File: src/shared/rpmc_pkg.sv
// constants and types for the reset and power-mode controller
`default_nettype none

package rpmc_pkg;

    // ****************************************************************
    // special function register addresses
    // ****************************************************************
    localparam logic [7:0] ADDR_POWER_CONTROL = 8'h87;
    localparam logic [7:0] ADDR_RESET_CAUSE = 8'hb1;
    localparam logic [7:0] ADDR_CLOCK_CONTROL = 8'hb6;
    localparam logic [7:0] ADDR_SLOW_IF_CONTROL = 8'had;

    // ****************************************************************
    // field positions and masks
    // ****************************************************************
    localparam int PWR_IDLE_BIT = 0;
    localparam int PWR_STOP_BIT = 1;
    localparam logic [7:0] PWR_WRITE_MASK = 8'h8f;
    localparam int CAUSE_OTHER_BIT = 0;
    localparam int CAUSE_BOOT_ROM_BIT = 1;
    localparam int CLK_HALT_BIT = 1;
    localparam int SLOW_BUSY_BIT = 4;

    // ****************************************************************
    // reset values and vectors
    // ****************************************************************
    localparam logic [7:0] PWR_RESET = 8'h00;
    localparam logic [1:0] CAUSE_RESET = 2'h2;
    localparam logic [1:0] CAUSE_AFTER_WDOG = 2'h1;
    localparam logic CLK_HALT_RESET = 1'b0;
    localparam logic [15:0] VEC_APP = 16'h0000;
    localparam logic [15:0] VEC_BOOT = 16'h8000;

    // ****************************************************************
    // startup counts: slow oscillator periods, then crystal periods
    // ****************************************************************
    localparam int SLOW_W = 4;
    localparam int XTAL_W = 6;
    localparam logic [3:0] SLOW_POR = 4'he;
    localparam logic [3:0] SLOW_WDOG = 4'hc;
    localparam logic [3:0] SLOW_EXT = 4'h3;
    localparam logic [3:0] SLOW_RTC = 4'h3;
    localparam logic [5:0] XTAL_POR = 6'h18;
    localparam logic [5:0] XTAL_WDOG = 6'h18;
    localparam logic [5:0] XTAL_INT = 6'h34;

    typedef enum logic [2:0] {
        ST_HOLD,
        ST_START,
        ST_RUN,
        ST_IDLE,
        ST_STOP,
        ST_PDOWN,
        ST_WAKE
    } rpmc_state_type;

endpackage : rpmc_pkg

`default_nettype wire

File: src/rtl/rpmc_top.sv
// reset sequencing, reset cause/vector and power-mode control
`default_nettype none

// Functional notes
// - hold reset until supply good, start power and oscillators, init registers, fetch at 0x8000
// - power-on startup waits 14 slow oscillator periods before execution
// - watchdog reset runs the same sequence with a 12 slow period startup
// - cause bit 0 reads 0 after power-on, 1 after any other reset
// - software may set cause bit 1 to force a reload by the boot loader; a watchdog reset here writes cause 01, so it restarts at 0x0000
// - cause bit 1 selects reset vector 0x0000 or boot rom at 0x8000
// - cause register resets to 02; watchdog restarts loaded program at 0
// - idle bit suspends the cpu after the instruction completes, clock keeps running
// - enabled interrupt clears idle bit in hardware and resumes processing
// - watchdog reset leaves idle, stop or power-down and runs the reset sequence
// - stop bit enters stop mode, left only by watchdog reset
// - clock-halt bit suspends cpu and shuts crystal and regulators down
// - power-down ends on external irq, rtc wakeup or watchdog; irq clears halt
// - wake times: 14+24, 12+24, 3+52 and 3+52 slow plus crystal periods
// - busy flag reads as bit 4 of the slow interface control register

module rpmc_top (
    input wire logic sys_clk,
    input wire logic arst_n,
    input wire logic supply_ok,
    input wire logic wdog_rst,
    input wire logic slow_tick,
    input wire logic instr_done,
    input wire logic irq_taken,
    input wire logic ext_irq,
    input wire logic rtc_wake,
    input wire logic slow_busy,
    input wire logic [7:0] sfr_addr,
    input wire logic sfr_wr,
    input wire logic sfr_rd,
    input wire logic [7:0] sfr_wdata,
    output logic [7:0] sfr_rdata,
    output logic cpu_rst,
    output logic cpu_hold,
    output logic [15:0] reset_vector,
    output logic xtal_osc_en,
    output logic regulator_en,
    output logic slow_osc_en,
    output logic [7:0] power_control_register,
    output logic [1:0] reset_cause_register
);
    import rpmc_pkg::*;

    // ****************************************************************
    // state
    // ****************************************************************
    typedef struct packed {
        rpmc_state_type st;
        logic [7:0] pwr;
        logic [1:0] cause;
        logic clk_halt;
        logic [7:0] rdata;
        logic cpu_rst;
        logic cpu_hold;
        logic xtal_en;
        logic reg_en;
        logic [15:0] vector;
        logic [SLOW_W-1:0] slow_target;
        logic [XTAL_W-1:0] xtal_target;
        logic tmr_start;
    } rpmc_top_type;

    rpmc_top_type q;
    rpmc_top_type n;
    logic tmr_slow_phase;
    logic tmr_busy;
    logic tmr_done;

    function automatic logic [15:0] pick_vector(input logic [1:0] cause);
        pick_vector = cause[CAUSE_BOOT_ROM_BIT] ? VEC_BOOT : VEC_APP;
    endfunction : pick_vector

    // ****************************************************************
    // next state
    // ****************************************************************
    always_comb begin
        n = q;
        n.tmr_start = 1'b0;
        if (sfr_rd) begin
            case (sfr_addr)
                ADDR_POWER_CONTROL: n.rdata = q.pwr;
                ADDR_RESET_CAUSE: n.rdata = {6'h00, q.cause};
                ADDR_CLOCK_CONTROL: n.rdata = {6'h00, q.clk_halt, 1'b0};
                // only the busy flag is ours; the other bits read zero here
                ADDR_SLOW_IF_CONTROL: n.rdata = 8'(slow_busy) << SLOW_BUSY_BIT;
                default: n.rdata = 8'h00;
            endcase
        end
        case (q.st)
            ST_HOLD: begin
                if (supply_ok) begin
                    n.reg_en = 1'b1;
                    n.xtal_en = 1'b1;
                    n.slow_target = SLOW_POR;
                    n.xtal_target = XTAL_POR;
                    n.tmr_start = 1'b1;
                    n.st = ST_START;
                end
            end
            ST_START, ST_WAKE: begin
                // a done left over from a cut startup lands while the restart is loading
                if (tmr_done && !q.tmr_start) begin
                    n.cpu_rst = 1'b0;
                    n.cpu_hold = 1'b0;
                    n.st = ST_RUN;
                end
            end
            ST_RUN: begin
                // entry waits for the instruction that set the bit to finish
                if (instr_done && q.pwr[PWR_IDLE_BIT]) begin
                    n.cpu_hold = 1'b1;
                    n.st = ST_IDLE;
                end else if (instr_done && q.pwr[PWR_STOP_BIT]) begin
                    n.cpu_hold = 1'b1;
                    n.st = ST_STOP;
                end else if (instr_done && q.clk_halt) begin
                    n.cpu_hold = 1'b1;
                    n.xtal_en = 1'b0;
                    n.reg_en = 1'b0;
                    n.st = ST_PDOWN;
                end
            end
            ST_IDLE: begin
                if (irq_taken) begin
                    n.pwr[PWR_IDLE_BIT] = 1'b0;
                    n.cpu_hold = 1'b0;
                    n.st = ST_RUN;
                end
            end
            ST_STOP: begin
                n.st = ST_STOP;
            end
            ST_PDOWN: begin
                if (ext_irq || rtc_wake) begin
                    n.clk_halt = 1'b0;
                    n.xtal_en = 1'b1;
                    n.reg_en = 1'b1;
                    n.slow_target = ext_irq ? SLOW_EXT : SLOW_RTC;
                    n.xtal_target = XTAL_INT;
                    n.tmr_start = 1'b1;
                    n.st = ST_WAKE;
                end
            end
            default: n.st = ST_HOLD;
        endcase
        // a software write lands only in the run state, where no hardware clear occurs; a watchdog or supply reset in the same cycle overrides it
        if (sfr_wr && (q.st == ST_RUN)) begin
            case (sfr_addr)
                ADDR_POWER_CONTROL: n.pwr = sfr_wdata & PWR_WRITE_MASK;
                ADDR_RESET_CAUSE: n.cause = sfr_wdata[1:0];
                ADDR_CLOCK_CONTROL: n.clk_halt = sfr_wdata[CLK_HALT_BIT];
                default: n.clk_halt = n.clk_halt;
            endcase
        end
        if (!supply_ok) begin
            n.st = ST_HOLD;
            n.pwr = PWR_RESET;
            n.cause = CAUSE_RESET;
            n.clk_halt = CLK_HALT_RESET;
            n.cpu_rst = 1'b1;
            n.cpu_hold = 1'b1;
            n.xtal_en = 1'b0;
            n.reg_en = 1'b0;
            n.tmr_start = 1'b0;
        end else if (wdog_rst && (q.st != ST_HOLD)) begin
            n.st = ST_START;
            n.pwr = PWR_RESET;
            n.cause = CAUSE_AFTER_WDOG;
            n.clk_halt = CLK_HALT_RESET;
            n.cpu_rst = 1'b1;
            n.cpu_hold = 1'b1;
            n.xtal_en = 1'b1;
            n.reg_en = 1'b1;
            n.slow_target = SLOW_WDOG;
            n.xtal_target = XTAL_WDOG;
            n.tmr_start = 1'b1;
        end
        n.vector = pick_vector(n.cause);
    end

    always_ff @(posedge sys_clk or negedge arst_n) begin
        if (!arst_n) begin
            q.st <= ST_HOLD;
            q.pwr <= PWR_RESET;
            q.cause <= CAUSE_RESET;
            q.clk_halt <= CLK_HALT_RESET;
            q.rdata <= 8'h00;
            q.cpu_rst <= 1'b1;
            q.cpu_hold <= 1'b1;
            q.xtal_en <= 1'b0;
            q.reg_en <= 1'b0;
            q.vector <= VEC_BOOT;
            q.slow_target <= SLOW_POR;
            q.xtal_target <= XTAL_POR;
            q.tmr_start <= 1'b0;
        end else begin
            q <= n;
        end
    end

    rpmc_startup_timer #(
        .SLOW_W(SLOW_W),
        .XTAL_W(XTAL_W)
    ) u_timer (
        .sys_clk(sys_clk),
        .arst_n(arst_n),
        .start(q.tmr_start),
        .slow_cycles(q.slow_target),
        .xtal_cycles(q.xtal_target),
        .slow_tick(slow_tick),
        .slow_phase(tmr_slow_phase),
        .busy(tmr_busy),
        .done(tmr_done)
    );

    assign sfr_rdata = q.rdata;
    assign cpu_rst = q.cpu_rst;
    assign cpu_hold = q.cpu_hold;
    assign reset_vector = q.vector;
    assign xtal_osc_en = q.xtal_en;
    assign regulator_en = q.reg_en;
    // the watchdog and rtc live on this oscillator, so it never stops
    assign slow_osc_en = arst_n | ~arst_n;
    assign power_control_register = q.pwr;
    assign reset_cause_register = q.cause;

    // ****************************************************************
    // checks
    // ****************************************************************
    logic [SLOW_W:0] slow_seen;
    logic [XTAL_W:0] xtal_seen;

    always_ff @(posedge sys_clk or negedge arst_n) begin
        if (!arst_n) begin
            slow_seen <= '0;
            xtal_seen <= '0;
        end else if (q.tmr_start) begin
            slow_seen <= '0;
            xtal_seen <= '0;
        end else begin
            if (tmr_slow_phase && slow_tick) begin
                slow_seen <= slow_seen + (SLOW_W+1)'(1);
            end
            if (tmr_busy && !tmr_slow_phase) begin
                xtal_seen <= xtal_seen + (XTAL_W+1)'(1);
            end
        end
    end
endmodule : rpmc_top

`default_nettype wire

File: src/rtl/rpmc_startup_timer.sv
// startup timer: counts slow oscillator ticks, then crystal cycles
`default_nettype none

module rpmc_startup_timer #(
    parameter int SLOW_W = 4,
    parameter int XTAL_W = 6
) (
    input wire logic sys_clk,
    input wire logic arst_n,
    input wire logic start,
    input wire logic [SLOW_W-1:0] slow_cycles,
    input wire logic [XTAL_W-1:0] xtal_cycles,
    input wire logic slow_tick,
    output logic slow_phase,
    output logic busy,
    output logic done
);
    import rpmc_pkg::*;

    typedef struct packed {
        logic [SLOW_W-1:0] slow;
        logic [XTAL_W-1:0] xtal;
        logic phase;
        logic busy;
        logic done;
    } rpmc_tmr_type;

    rpmc_tmr_type q;
    rpmc_tmr_type n;

    always_comb begin
        n = q;
        n.done = 1'b0;
        if (start) begin
            n.slow = slow_cycles;
            n.xtal = xtal_cycles;
            n.phase = (slow_cycles != '0);
            n.busy = 1'b1;
        end else if (q.busy && q.phase) begin
            if (slow_tick) begin
                if (q.slow <= SLOW_W'(1)) begin
                    n.phase = 1'b0;
                    n.slow = '0;
                end else begin
                    n.slow = q.slow - SLOW_W'(1);
                end
            end
        end else if (q.busy) begin
            // crystal phase: one cycle per count, done after the last
            if (q.xtal <= XTAL_W'(1)) begin
                n.busy = 1'b0;
                n.done = 1'b1;
            end else begin
                n.xtal = q.xtal - XTAL_W'(1);
            end
        end
    end

    always_ff @(posedge sys_clk or negedge arst_n) begin
        if (!arst_n) begin
            q <= '0;
        end else begin
            q <= n;
        end
    end

    assign slow_phase = q.phase & q.busy;
    assign busy = q.busy;
    assign done = q.done;

endmodule : rpmc_startup_timer

`default_nettype wire

File: config.mk
export PLATFORM = sky130hd
export DESIGN_NAME = rpmc_top
export DESIGN_NICKNAME = d
export VERILOG_FILES = /design/src/shared/rpmc_pkg.sv /design/src/rtl/rpmc_top.sv /design/src/rtl/rpmc_startup_timer.sv
export SDC_FILE = /design/constraint.sdc
export NUM_CORES = 1
export LEC_CHECK = 0
export ABC_AREA = 1
export BUFFER_PORTS_ARGS = -buffer_cell sky130_fd_sc_hd__buf_2
export CAP_MARGIN = 15
export CORE_ASPECT_RATIO = 1.1
export CORE_UTILIZATION = 55
export DETAILED_ROUTE_END_ITERATION = 8
export GPL_TIMING_DRIVEN = 0
export PLACE_DENSITY = 0.86
export SLEW_MARGIN = 20
export SYNTH_ARGS = -nofsm -noshare
export SYNTH_HDL_FRONTEND = slang
export SYNTH_HIERARCHICAL = 1
export SYNTH_SLANG_ARGS = --single-unit
File: constraint.sdc
create_clock -name sys_clk -period 2.45 [get_ports sys_clk]
set_input_delay 0.245 -clock sys_clk [delete_from_list [all_inputs] [get_ports sys_clk]]
set_output_delay 0.245 -clock sys_clk [all_outputs]
set_load 0.02 [all_outputs]
==> results by group <==
CTS
  – H-Tree Depth: 2
  – CTS sink cnt: 45
  – Post-CTS Hold Fix Bufs: 0
  – Number of buffers created by CTS: 5
  – Post-cts resize count: 0
  – Insertion delay of the later-clocked pin in the worst-skew pair: 0.30 ns
  – CTS Buffer Depth: 2
  – CTS root buffer: clkbuf_8
  – Clock tree from TritonCTS: built
  – Postcts setup bufs: 0
  – CTS clock-pin slew for the worst setup and hold paths: 0.08 ns

Critical path
  – Number of buffers and inverters on the critical path: 2
  – CP Depth: 8
  – Critical Path Slowest Stage Cell: dfrtp_1
  – CP endpoint kind: flip-flop
  – Stage delay of the slowest cell on the critical path: roughly 0.48 ns
  – Critical register-to-register path endpoint: power_control_register[0]$_DFF_PN0_
  – Crit path capture: power_control_register[0]$_DFF_PN0_
  – Gate family responsible for the most delay along the worst path: simple AND/OR/NAND/NOR gates
  – Register-to-register path setup slack: 0.91 ns
  – Start-to-end type of the worst setup path: flip-flop to flip-flop
  – Sequence of cells on the critical path: nor2_4 -> nand2_4 -> nor2_8 -> inv_2 -> nor2_4 -> inv_2 -> o21ai_1 -> nor2_1
  – Arrival time of the worst setup path: 1.73 ns
  – Required time worst endpoint: 2.64 ns
  – Type of element launching the critical path: flip-flop
  – RR Startpoint: q[50]$_DFFE_PN0P_
  – Worst setup path startpoint: q[50]$_DFFE_PN0P_
  – Cell count of the worst reg-to-reg path: 8
  – Largest fanout of any net on the critical path: 7

Route
  – Antenna Nets Post-Route: 0
  – Met2 routed WL: approximately 3 mm
  – Pre-antenna DRT Iters: 4
  – Sum of met3 wire segment lengths after detailed routing: about 250 um
  – Post-route DRC violation count: 0
  – DR vias: 2,534
  – Final wirelength: 5.799 mm
  – 1st-iter DRT viols: 114
  – Uppermost layer routed: met4
  – Post-Route M1 WL: 2.425 mm
  – DR vias/cell: roughly 4.8
  – Final routed wire length divided by cell count: 10.96 um

Floorplan
  – Height of the chip: 78.88 um
  – Floorplan Core Area: 5101 um2
  – Number of ports placed on the die boundary: between 60 and 70
  – Overall die area: 5671 um2
  – Overall die width: 71.89 um
  – Std-Cell Rows: 27
  – Initial Util: 57.93%

Final layout
  – Final Instance Area: roughly 3400 um2
  – Share of layout cells above drive strength 1: a little under a third
  – Synth-to-Final Area Change: 16.72%
  – Final Instance Count excl. Fillers: 529
  – Layout net count: 488
  – Utilization after layout: 67.62%
  – Antenna diode count: 0
  – Filler Cells Inserted: 430

STA
  – FMAX: 649.2 MHz
  – TNS Setup: 0 ns
  – Number of failing setup endpoints in the final timing report: 0
  – Min Clock Period, post-route: between 1.5 and 2 ns
  – Remaining max-slew budget at the tightest pin: between 60 and 70%
  – Post-route clock period utilization: 62.87%
  – Worst-case hold slack: 0.1852 ns
  – Setup repair after global routing missed its margin: false
  – Setup Skew: ~0.0039 ns
  – Max-slew violations: 0
  – Pin slew with the least headroom to its limit: 0.5639 ns
  – Final hold viol count: 0

Power and ir drop
  – Sequential power share: 35.1%
  – Power Internal: roughly 0.0018 W
  – Net switching power figure: 0.001364 W
  – Highest ir drop seen on vdd: just under 0.6 mV
  – Clock network fraction of total power: approximately 18%
  – Leakage Power: around 1.9 nW
  – Proportion of power drawn by combinational gates: between 40% and 50%
  – Switching share of total power: 43.34%
  – Power per Cell Area: around 910 nW/um2

Placed design
  – Post-DP HPWL: ~4.5 mm
  – Post-place instance area: 3329 um2
  – Number of placed instances, taps included: 520
  – IO Port Bufs: 44
  – Routability-driven placement congestion ratio: approximately 0.95

Min path
  – Worst Hold Class: primary input to flip-flop

Yosys
  – Yosys synthesis warning count: 6
  – Count of mapped cells out of synthesis: 387
  – Mean instance size in the synthesized netlist: 7.637 um2
  – Area of the mapped netlist: between 2000 and 3000 um2

Global route
  – Global-route wire length before repair: 9.867 mm
  – Antenna violations before repair: 0
  – Via count of the first global-routing pass: 2,342
  – Largest net degree at the start of global routing: 46
  – Total routing resource utilization after global routing: between 20% and 30%
  – Global route overflow: 0

Flow run
  – Count of maximum capacitance violations: 0

Run status
  – Result of the run: complete, no violations
[metal layers]
metal  vias up  GRT usage (%)
li1       1300              -
met1      1161          26.28
met2        68          38.96
met3         5          3.807
met4         0          7.451
met5         -              0
[area by class of cell]
| cell class | count | area (um2) | share of cell area, % |
|---|---|---|---|
| clock buffer | 6 | 72.57 | 2.104 |
| inverter | 52 | 202.7 | 5.876 |
| sequential | 45 | 1136 | 32.93 |
| tap | 72 | 90.09 | 2.612 |
| timing repair buffer | 45 | 232.7 | 6.746 |
| multi-input combinational | 268 | 1389 | 40.26 |
| clock inverter | 2 | 35.03 | 1.016 |
| buffer | 39 | 291.5 | 8.451 |
[placed cells by master, fill, tap and decap left out, types with 2 or more instances in the layout]
cell      count
nand2_1     105
buf_2        45
inv_1        41
buf_4        37
dfrtp_1      37
nand3_1      30
nor2_1       28
conb_1       19
o21ai_0      16
a21oi_1      12
inv_2         9
dfstp_2       8
o21ai_1       6
nand4_1       6
nor2_4        5
clkbuf_8      5
nand2_4       4
nor3_1        4
o21ai_2       4
ha_1          4
nand2_8       3
nor2_2        3
nand2_2       3
xor2_1        3
o22ai_1       3
nand3_2       2
[power by group through the flow]
stage	combinational (W)	clock [W]	sequential, W
floorplan	0.00120	0	0.00109
global placement	0.00143	0	0.00111
detailed placement	0.00148	0	0.00112
CTS	0.00149	0.000567	0.00110
global route	0.00168	0.000591	0.00113
finish	0.00149	0.000555	0.00110
[sequential cells by signal (all words and copies together), names as in the netlist]
register,flops
reset_cause_register,1
q,15
u_timer/q,11
power_control_register,5
cpu_hold,1
sfr_rdata,7
xtal_osc_en,1
cpu_rst,1
reset_vector,1
u_timer/done,1
u_timer/busy,1
[worst min-delay path, stage by stage]
cell and delay, ns:
buf_2 0.07, nor2_1 0.03, nor2_1 0.09
[stage by stage]
step	power, W	setup WS [ns]
6_report	0.003147	0.9096
5_1_grt	0.003403	0.7902
4_1_cts	0.003162	0.9132
3_5_place_dp	0.002600	0.9305
3_3_place_gp	0.002542	0.9606
2_1_floorplan	0.002293	1.089
[how the worst min path moves through the flow]
| stage | from | endpoint | slack, ns | depth (start not counted) |
|---|---|---|---|---|
| finish | sfr_wdata[7] | power_control_register[7]$_DFFE_PN0P_ | 0.19 | 3 |
| detailed placement | cpu_hold$_DFFE_PN1P_ | cpu_hold$_DFFE_PN1P_ | 0.45 | 2 |
| CTS | arst_n | sfr_rdata[6]$_DFFE_PN0P_ | 0.14 | 1 |
| floorplan | arst_n | power_control_register[0]$_DFF_PN0_ | -0.05 | 0 |
| global placement | cpu_hold$_DFFE_PN1P_ | cpu_hold$_DFFE_PN1P_ | 0.45 | 2 |
| global route | sfr_rd | sfr_rdata[6]$_DFFE_PN0P_ | 0.18 | 2 |
Note: power is estimated with default switching activity, not from simulation.
